[src/include/bbs_pkg.sv]
`default_nettype none
package bbs_pkg;

  // ----------------------------------------------------------------
  // Time base
  // ----------------------------------------------------------------
  localparam int unsigned CLK_PERIOD_NS = 8;
  localparam int unsigned NS_PER_US = 1000;
  localparam int unsigned NS_PER_MS = 1000000;

  // ----------------------------------------------------------------
  // Times in their own units
  // ----------------------------------------------------------------
  localparam int unsigned RST_DELAY_MS = 50;
  localparam int unsigned BAT_PERIOD_MS = 200;
  localparam int unsigned BAT_ON_US = 25;
  localparam int unsigned CS_GRACE_US = 15;
  localparam int unsigned WD_TIMEOUT_MS = 800;
  localparam int unsigned SEAL_MIN_MS = 5;
  localparam int unsigned SEAL_MAX_MS = 35;

  // ----------------------------------------------------------------
  // Cycle counts: least times round up, longest times round down
  // ----------------------------------------------------------------
  localparam int unsigned RST_DELAY_CYC =
    (RST_DELAY_MS * NS_PER_MS + CLK_PERIOD_NS - 1) / CLK_PERIOD_NS;
  localparam int unsigned BAT_PERIOD_CYC = (BAT_PERIOD_MS * NS_PER_MS) / CLK_PERIOD_NS;
  localparam int unsigned BAT_ON_CYC =
    (BAT_ON_US * NS_PER_US + CLK_PERIOD_NS - 1) / CLK_PERIOD_NS;
  localparam int unsigned CS_GRACE_CYC =
    (CS_GRACE_US * NS_PER_US + CLK_PERIOD_NS - 1) / CLK_PERIOD_NS;
  localparam int unsigned WD_TIMEOUT_CYC = (WD_TIMEOUT_MS * NS_PER_MS) / CLK_PERIOD_NS;
  localparam int unsigned SEAL_MIN_CYC =
    (SEAL_MIN_MS * NS_PER_MS + CLK_PERIOD_NS - 1) / CLK_PERIOD_NS;
  localparam int unsigned SEAL_MAX_CYC = (SEAL_MAX_MS * NS_PER_MS) / CLK_PERIOD_NS;

  // ----------------------------------------------------------------
  // Condition inputs, bit positions
  // ----------------------------------------------------------------
  localparam int COND_W = 6;
  localparam int COND_VDD_THR = 0;
  localparam int COND_VDD_LL = 1;
  localparam int COND_VDD_BAT = 2;
  localparam int COND_BAT_OK = 3;
  localparam int COND_AUX_REF = 4;
  localparam int COND_AUX_HYST = 5;
  localparam logic [COND_W-1:0] COND_RST = 6'h00;

  // ----------------------------------------------------------------
  // States
  // ----------------------------------------------------------------
  typedef enum logic [2:0] {
    CS_EN = 3'b001,
    CS_GRACE = 3'b010,
    CS_DIS = 3'b100
  } bbs_cs_e;

  typedef enum logic [2:0] {
    SL_IDLE = 3'b001,
    SL_ARM = 3'b010,
    SL_SEALED = 3'b100
  } bbs_seal_e;

  typedef struct packed {
    logic rst_n;
    logic [31:0] rst_cnt;
    bbs_cs_e cs;
    logic [31:0] cs_cnt;
    logic cs_out;
    logic cs_pull;
    logic bat_sel;
    logic forced;
    logic aux_ok;
    logic lowline_n;
    logic bat_good;
    logic bat_load;
    logic [31:0] bat_cnt;
    logic [31:0] wd_cnt;
    logic kick_q;
    logic kick_drv;
    logic kick_oe_n;
    logic wd_to;
    bbs_seal_e seal;
    logic [31:0] seal_cnt;
    logic iso;
  } bbs_state_s;

  localparam bbs_state_s STATE_RST = '{
    rst_n: 1'b0, rst_cnt: 32'h0, cs: CS_DIS, cs_cnt: 32'h0, cs_out: 1'b1,
    cs_pull: 1'b1, bat_sel: 1'b0, forced: 1'b0, aux_ok: 1'b0, lowline_n: 1'b0,
    bat_good: 1'b1, bat_load: 1'b0, bat_cnt: 32'h0, wd_cnt: 32'h0, kick_q: 1'b0,
    kick_drv: 1'b0, kick_oe_n: 1'b0, wd_to: 1'b0, seal: SL_IDLE, seal_cnt: 32'h0,
    iso: 1'b0
  };

endpackage : bbs_pkg
`default_nettype wire

[src/rtl/bbs_supervisor.sv]
// Summary of operation
// - Sealed: battery isolated; seal ends on first reset release after power returns.
// - Battery sampled every 200 ms, divider load applied only for short on-time.
// - Battery measurement schedule runs only after reset is released.
// - Low battery at a measurement drives good flag low; otherwise flag holds.
// - Reset released: chip-select gate enabled, input passes to output.
// - Reset asserted: chip-select path disabled, output held high.
// - Reset asserting with chip-select high disables gate immediately.
// - Chip-select low at reset: disable on its rise or after 15 us.
// - Disable mode pulls chip-select output high; pull-up off when enabled.
// - Aux fail out low below reference, high again only above hysteresis.
// - Low-line warning high normally, low when supply under low-line level.
// - Backup-active output high exactly while supply output uses battery.
// - Battery selected automatically only if supply under threshold and not above battery.
// - Return to main once supply exceeds battery or threshold, whichever first.
// - Force input moves main mode to backup; backup then ignores force input.
// - Any kick edge, rising or falling, restarts the watchdog from zero.
// - Unconnected kick pin: watchdog retriggers itself and never times out.
// - Self-retrigger drives kick low for 7/8 timeout, then a brief high pulse.
// - Reset held while supply under threshold, released after internal delay.
`timescale 1ns/1ps
`default_nettype none
module bbs_supervisor
  import bbs_pkg::*;
#(
  parameter int unsigned RST_DELAY = RST_DELAY_CYC,
  parameter int unsigned BAT_PERIOD = BAT_PERIOD_CYC,
  parameter int unsigned WD_TIMEOUT = WD_TIMEOUT_CYC,
  parameter int unsigned SEAL_MIN = SEAL_MIN_CYC,
  parameter int unsigned SEAL_MAX = SEAL_MAX_CYC
) (
  input wire logic mclk_i,
  input wire logic rst_n_i,
  input wire logic vdd_above_thr_i,
  input wire logic vdd_above_lowline_i,
  input wire logic vdd_above_bat_i,
  input wire logic bat_above_ok_i,
  input wire logic aux_fail_in_above_ref_i,
  input wire logic aux_fail_in_above_hyst_i,
  input wire logic aux_fail_pin_i,
  input wire logic force_backup_in_i,
  input wire logic chip_sel_in_i,
  input wire logic watchdog_kick_in_i,
  output logic watchdog_kick_out_o,
  output logic watchdog_kick_oe_n_o,
  output logic reset_n_o,
  output logic chip_sel_out_o,
  output logic chip_sel_pullup_o,
  output logic supply_sel_bat_o,
  output logic backup_active_out_o,
  output logic aux_fail_out_o,
  output logic lowline_n_o,
  output logic battery_good_flag_o,
  output logic bat_load_on_o,
  output logic bat_isolated_o,
  output logic wdog_timeout_o
);

  localparam int unsigned WD_SELF = (WD_TIMEOUT / 8) * 7;

  // ----------------------------------------------------------------
  // Condition synchroniser
  // ----------------------------------------------------------------
  logic [COND_W-1:0] cond_raw;
  logic [COND_W-1:0] cond;

  assign cond_raw = {aux_fail_in_above_hyst_i, aux_fail_in_above_ref_i, bat_above_ok_i,
                     vdd_above_bat_i, vdd_above_lowline_i, vdd_above_thr_i};

  bbs_cond_sync u_sync (
    .mclk_i(mclk_i),
    .rst_n_i(rst_n_i),
    .cond_i(cond_raw),
    .cond_o(cond)
  );

  logic vdd_thr;
  logic vdd_bat;
  logic aux_ref;
  logic seal_cond;

  assign vdd_thr = cond[COND_VDD_THR];
  assign vdd_bat = cond[COND_VDD_BAT];
  assign aux_ref = cond[COND_AUX_REF];
  // Board grounds the fail output while the aux input sits at supply
  assign seal_cond = !aux_fail_pin_i && aux_ref;

  bbs_state_s s;
  bbs_state_s next_s;

  // ----------------------------------------------------------------
  // Next-state logic
  // ----------------------------------------------------------------
  always_comb begin
    next_s = s;
    next_s.wd_to = 1'b0;

    // Reset generator
    if (!vdd_thr) begin
      next_s.rst_n = 1'b0;
      next_s.rst_cnt = 32'h0;
    end else if (!s.rst_n) begin
      if (s.rst_cnt >= RST_DELAY - 1) begin
        next_s.rst_n = 1'b1;
      end else begin
        next_s.rst_cnt = s.rst_cnt + 32'h1;
      end
    end

    // Chip-select gate, driven by the registered reset
    unique case (s.cs)
      CS_EN: begin
        if (!s.rst_n) begin
          if (chip_sel_in_i) begin
            next_s.cs = CS_DIS;
          end else begin
            next_s.cs = CS_GRACE;
            next_s.cs_cnt = 32'h0;
          end
        end
      end
      CS_GRACE: begin
        // Lets a write cycle in flight finish during power-down
        if (s.rst_n) begin
          next_s.cs = CS_EN;
        end else if (chip_sel_in_i || s.cs_cnt >= CS_GRACE_CYC - 1) begin
          next_s.cs = CS_DIS;
        end else begin
          next_s.cs_cnt = s.cs_cnt + 32'h1;
        end
      end
      CS_DIS: begin
        if (s.rst_n) begin
          next_s.cs = CS_EN;
        end
      end
      default: next_s.cs = CS_DIS;
    endcase
    next_s.cs_pull = (next_s.cs == CS_DIS);
    next_s.cs_out = next_s.cs_pull ? 1'b1 : chip_sel_in_i;

    // Freshness seal
    unique case (s.seal)
      SL_IDLE: begin
        if (!s.rst_n && vdd_thr && seal_cond) begin
          next_s.seal = SL_ARM;
          next_s.seal_cnt = 32'h1;
        end
      end
      SL_ARM: begin
        if (next_s.rst_n) begin
          next_s.seal = SL_IDLE;
        end else if (vdd_thr && seal_cond) begin
          if (s.seal_cnt <= SEAL_MAX) begin
            next_s.seal_cnt = s.seal_cnt + 32'h1;
          end
        end else if (!vdd_thr && s.seal_cnt >= SEAL_MIN && s.seal_cnt <= SEAL_MAX) begin
          next_s.seal = SL_SEALED;
        end else begin
          next_s.seal = SL_IDLE;
        end
      end
      SL_SEALED: begin
        if (next_s.rst_n && !s.rst_n) begin
          next_s.seal = SL_IDLE;
        end
      end
      default: next_s.seal = SL_IDLE;
    endcase
    next_s.iso = (next_s.seal == SL_SEALED);

    // Supply selection; an isolated battery is never switched in
    if (next_s.iso) begin
      next_s.bat_sel = 1'b0;
      next_s.forced = 1'b0;
    end else begin
      if (!vdd_thr) begin
        next_s.forced = 1'b0;
      end else if (!s.bat_sel && force_backup_in_i) begin
        next_s.forced = 1'b1;
      end
      next_s.bat_sel = (!vdd_thr && !vdd_bat) || next_s.forced;
    end

    // Power-fail and low-line comparators
    if (!aux_ref) begin
      next_s.aux_ok = 1'b0;
    end else if (cond[COND_AUX_HYST]) begin
      next_s.aux_ok = 1'b1;
    end
    next_s.lowline_n = cond[COND_VDD_LL];

    // Battery check
    if (!s.rst_n) begin
      next_s.bat_cnt = 32'h0;
      next_s.bat_load = 1'b0;
    end else begin
      if (s.bat_load && s.bat_cnt == BAT_ON_CYC - 1 && !cond[COND_BAT_OK]) begin
        next_s.bat_good = 1'b0;
      end
      next_s.bat_cnt = (s.bat_cnt >= BAT_PERIOD - 1) ? 32'h0 : s.bat_cnt + 32'h1;
      next_s.bat_load = (next_s.bat_cnt < BAT_ON_CYC);
    end

    // Watchdog with self-retrigger through the weakly driven kick pin
    next_s.kick_q = watchdog_kick_in_i;
    if (!s.rst_n) begin
      next_s.wd_cnt = 32'h0;
    end else if (watchdog_kick_in_i != s.kick_q) begin
      next_s.wd_cnt = 32'h0;
    end else if (s.wd_cnt >= WD_TIMEOUT - 1) begin
      next_s.wd_cnt = 32'h0;
      next_s.wd_to = 1'b1;
    end else begin
      next_s.wd_cnt = s.wd_cnt + 32'h1;
    end
    next_s.kick_drv = (next_s.wd_cnt >= WD_SELF);
    next_s.kick_oe_n = 1'b0;
  end

  always_ff @(posedge mclk_i or negedge rst_n_i) begin
    if (!rst_n_i) begin
      s <= STATE_RST;
    end else begin
      s <= next_s;
    end
  end

  // ----------------------------------------------------------------
  // Outputs
  // ----------------------------------------------------------------
  assign reset_n_o = s.rst_n;
  assign chip_sel_out_o = s.cs_out;
  assign chip_sel_pullup_o = s.cs_pull;
  assign supply_sel_bat_o = s.bat_sel;
  assign backup_active_out_o = s.bat_sel;
  assign aux_fail_out_o = s.aux_ok;
  assign lowline_n_o = s.lowline_n;
  assign battery_good_flag_o = s.bat_good;
  assign bat_load_on_o = s.bat_load;
  assign bat_isolated_o = s.iso;
  assign watchdog_kick_out_o = s.kick_drv;
  assign watchdog_kick_oe_n_o = s.kick_oe_n;
  assign wdog_timeout_o = s.wd_to;
endmodule : bbs_supervisor
`default_nettype wire

[src/rtl/bbs_cond_sync.sv]
`timescale 1ns/1ps
`default_nettype none
module bbs_cond_sync
  import bbs_pkg::*;
(
  input wire logic mclk_i,
  input wire logic rst_n_i,
  input wire logic [COND_W-1:0] cond_i,
  output logic [COND_W-1:0] cond_o
);

  typedef struct packed {
    logic [COND_W-1:0] meta;
    logic [COND_W-1:0] stable;
  } bbs_sync_s;

  bbs_sync_s s;
  bbs_sync_s next_s;

  // First stage feeds only the second stage
  always_comb begin
    next_s.meta = cond_i;
    next_s.stable = s.meta;
  end

  always_ff @(posedge mclk_i or negedge rst_n_i) begin
    if (!rst_n_i) begin
      s <= '{meta: COND_RST, stable: COND_RST};
    end else begin
      s <= next_s;
    end
  end

  assign cond_o = s.stable;

endmodule : bbs_cond_sync
`default_nettype wire

[config.mk]
export PLATFORM = sky130hd
export DESIGN_NAME = bbs_supervisor
export DESIGN_NICKNAME = d
export VERILOG_FILES = /design/src/include/bbs_pkg.sv /design/src/rtl/bbs_supervisor.sv /design/src/rtl/bbs_cond_sync.sv
export SDC_FILE = /design/constraint.sdc
export NUM_CORES = 1
export LEC_CHECK = 0
export CAP_MARGIN = 10
export CORE_ASPECT_RATIO = 1.5
export CORE_MARGIN = 2
export CORE_UTILIZATION = 40
export DETAILED_ROUTE_END_ITERATION = 8
export DONT_BUFFER_PORTS = 1
export GPL_TIMING_DRIVEN = 0
export SLEW_MARGIN = 0
export SYNTH_ARGS = -nofsm -noshare
export SYNTH_HDL_FRONTEND = slang
export SYNTH_SLANG_ARGS = --single-unit
[constraint.sdc]
create_clock -name mclk_i -period 2.5 [get_ports mclk_i]
set_input_delay 0.125 -clock mclk_i [delete_from_list [all_inputs] [get_ports mclk_i]]
set_output_delay 0.125 -clock mclk_i [all_outputs]
set_load 0.05 [all_outputs]
==> metrics <==
first-pass GRT wire length=32.0 mm; warnings from Yosys=0; routed length per instance=14.7 um; simple-gate portion of the synthesized area=0.268; cell accounting for the most synthesized area=dfrtp_1; vias in the first global route=6655; Root Buffer=clkbuf_16; Placed Area=9520 um^2; RSZ-0062 raised after global routing=true; Max Slew Vio Count=0; FF-to-FF Start=s[22]; Setup crit end kind=flip-flop; Post-Layout Inst Area=10800 um^2; GR Util All Layers=0.165; Post-Syn Area=9090 um^2; GP Congestion=0.836; failing checks=hold timing; Max Clock Freq=400 MHz; GRT Residual Overflow=0; fill cell count=2076; Tcrit/Tclk final=0.999; post-synthesis sequential area ratio=0.526; Worst VDD drop=0.519 mV; Worst EP required=2.81 ns; CTS sink count=191; Max FO, Critical Path=7; CTS Buf Count=17; antenna violations before repair=0; PortBufs=0; mux cell area share after synthesis=0.00454; First-pass DRT Iterations=4; most common library cell in the layout ignoring fill and taps=dfrtp_1; status=complete, but fails checks; FP Rows=67; TritonCTS clock tree=built; nets=1007; largest family of logic cells by synthesized area=simple AND/OR/NAND/NOR gates; share of cells above drive strength 1=0.139; commonest cells after routing, fill and taps aside=dfrtp_1, nor2_1, nand2_1, xor2_1, and2_1; Place WS=-0.573 ns; top cell type's share of synthesized area=0.512; Syn Inst Count=924; Hold WC Path Type=input pin to async pin; clk_lat worst skew=0.45 ns; Netlist cell types=63; max_slew headroom=0.628; Leak=0.00466 uW; Layout area overhead=18.4%; via count=6719; DP Wirelength=12.1 mm; Avg Cell Area, Syn=9.84 um^2; Final Critical Period=2.50 ns; area of the multi-input gates=4410 um^2; synth top area cells=dfrtp_1, nor2_1, xor2_1; Die ar.=24000 um^2; final setup margin=0.00233 ns; Final Hold Viols=191; Initial Util=0.408; Adder-Cell Fraction of Synth Area=0.0110; final-report setup violation count=0; H-Tree Depth=4; Clock Tree Buf Depth=2; maxcap violations=0; Async S/R FF share, synth=1.00; CP Data Arrival Time=2.81 ns; final core occ=0.483; clock transition at the registers of the reported paths=0.07 ns; CP startpoint kind=flip-flop; Primary FF master, synth=dfrtp_1; FF/Latch Area=4790 um^2; Setup Crit Path Kind=flip-flop to flip-flop; ant diodes=0; Die Ht=189 um; # IOs=25; non-filler cells, final=1276; Synth Area in XOR/XNOR=0.0925; Fin Hold WS=-0.623 ns; initial detailed-routing violation count=412; skew final=0.0142 ns; Seq cells post-synth=191; Via-to-Cell Ratio=5.27; Least-Margin Pin Slew=0.558 ns; largest net degree at the start of global routing=192; Inst Count DP=1212; Die Width=127 um; Residual DRC=0; Core Area=22300 um^2; number of enable flip-flop cells after synthesis=0; post-synthesis compound-gate area fraction=0.0699; crit path from=s[22]; ANT nets after route=0; drt total wl=18.8 mm; PD cells=570 nW/um^2
## cell usage after synthesis, drive strengths merged, types with 16 or more instances
| cell | number |
|---|---|
| dfrtp | 186 |
| nor2 | 136 |
| nand2 | 67 |
| xor2 | 56 |
| nand3 | 51 |
| and2 | 48 |
| xnor2 | 40 |
| clkbuf | 32 |
| nand4 | 31 |
| nor4 | 29 |
| nor2b | 22 |
| nor3 | 21 |
| inv | 20 |
| o21ai | 18 |
| and3 | 17 |
| a21oi | 16 |
## cell type report
| cell class | instances | area share |
|---|---|---|
| plain buffers | 28 | 0.0144 |
| clock buffers | 19 | 0.0402 |
| clock inverters | 13 | 0.0167 |
| inverters | 20 | 0.00744 |
| multi-input cells | 686 | 0.410 |
| flip-flops and latches | 191 | 0.445 |
| well taps | 276 | 0.0321 |
| repair buffers | 43 | 0.0338 |
## state kept, by name, indices dropped and copies added (netlist names)
signal	flops
reset_n_o	1
chip_sel_out_o	1
battery_good_flag_o	1
s	168
aux_fail_out_o	1
bat_load_on_o	1
lowline_n_o	1
backup_active_out_o	1
bat_isolated_o	1
wdog_timeout_o	1
watchdog_kick_out_o	1
chip_sel_pullup_o	1
u_sync.next_s	6
u_sync.cond_o	6
## routing by layer
| layer | vias to the layer above | part of all wire | global-route usage |
|---|---|---|---|
| li1 | 3312 | - | - |
| met1 | 3295 | 0.42 | 0.199 |
| met2 | 88 | 0.53 | 0.287 |
| met3 | 24 | 0.027 | 0.0352 |
| met4 | 0 | 0.017 | 0.0604 |
| met5 | - | 0 | 0 |
## stage by stage
stage | total power, uW | TNS (ns)
2_1_floorplan | 3290 | -0.0189
3_3_place_gp | 3310 | -15.84
3_5_place_dp | 3310 | -15.81
4_1_cts | 6210 | -0.00545
5_1_grt | 6360 | -1.73
6_report | 6130 | 0
## worst paths after layout
kind | end | slack, ns | cells after the start
worst max-delay path | s[23] | 0.002 | 10
worst min-delay path | s[116] | -0.62 | 0
max in group asynchronous | battery_good_flag_o | 2.77 | 0
min in group mclk_i | s[108] | 0.12 | 3
worst min register to register | u_sync.cond_o[5] | 0.35 | 0
worst max register to register | s[23] | 0.002 | 10
## power breakdown
part	internal (uW)	switching [uW]
combinational	56.2	63.5
clock	1600	1240
sequential	3130	41.6
## what timing repair did
item / in CTS / in global routing
hold buffers: 8 / 1
buffers inserted: 14 / 18
hold endpoints to repair: 203 / 193
gates cloned: 1 / 1
resized for setup: 33 / 52
endpoints found under the setup margin: 96 / 88
pin swaps: 11 / 15
## kinds of logic (layout without fill, tap and decap cells)
kind of cell,after synthesis,after routing
adder cells (fa/ha/maj),8,8
multiplexers,4,4
AO/OA/AOI/OAI,95,95
other,1,13
XOR/XNOR,96,96
AND/OR/NAND/NOR,470,470
flip-flops,191,191
buffers and inverters,59,123
## critical path: stages, from the launching register on
cell	delay, ns
dfrtp_2	0.44
or4_4	0.51
nor4_2	0.34
a211oi_1	0.15
nor3_2	0.27
nor2_4	0.11
buf_6	0.13
buf_6	0.12
buf_4	0.12
a31oi_1	0.12
nor2_1	0.06
(Power assumes the default switching activity.)
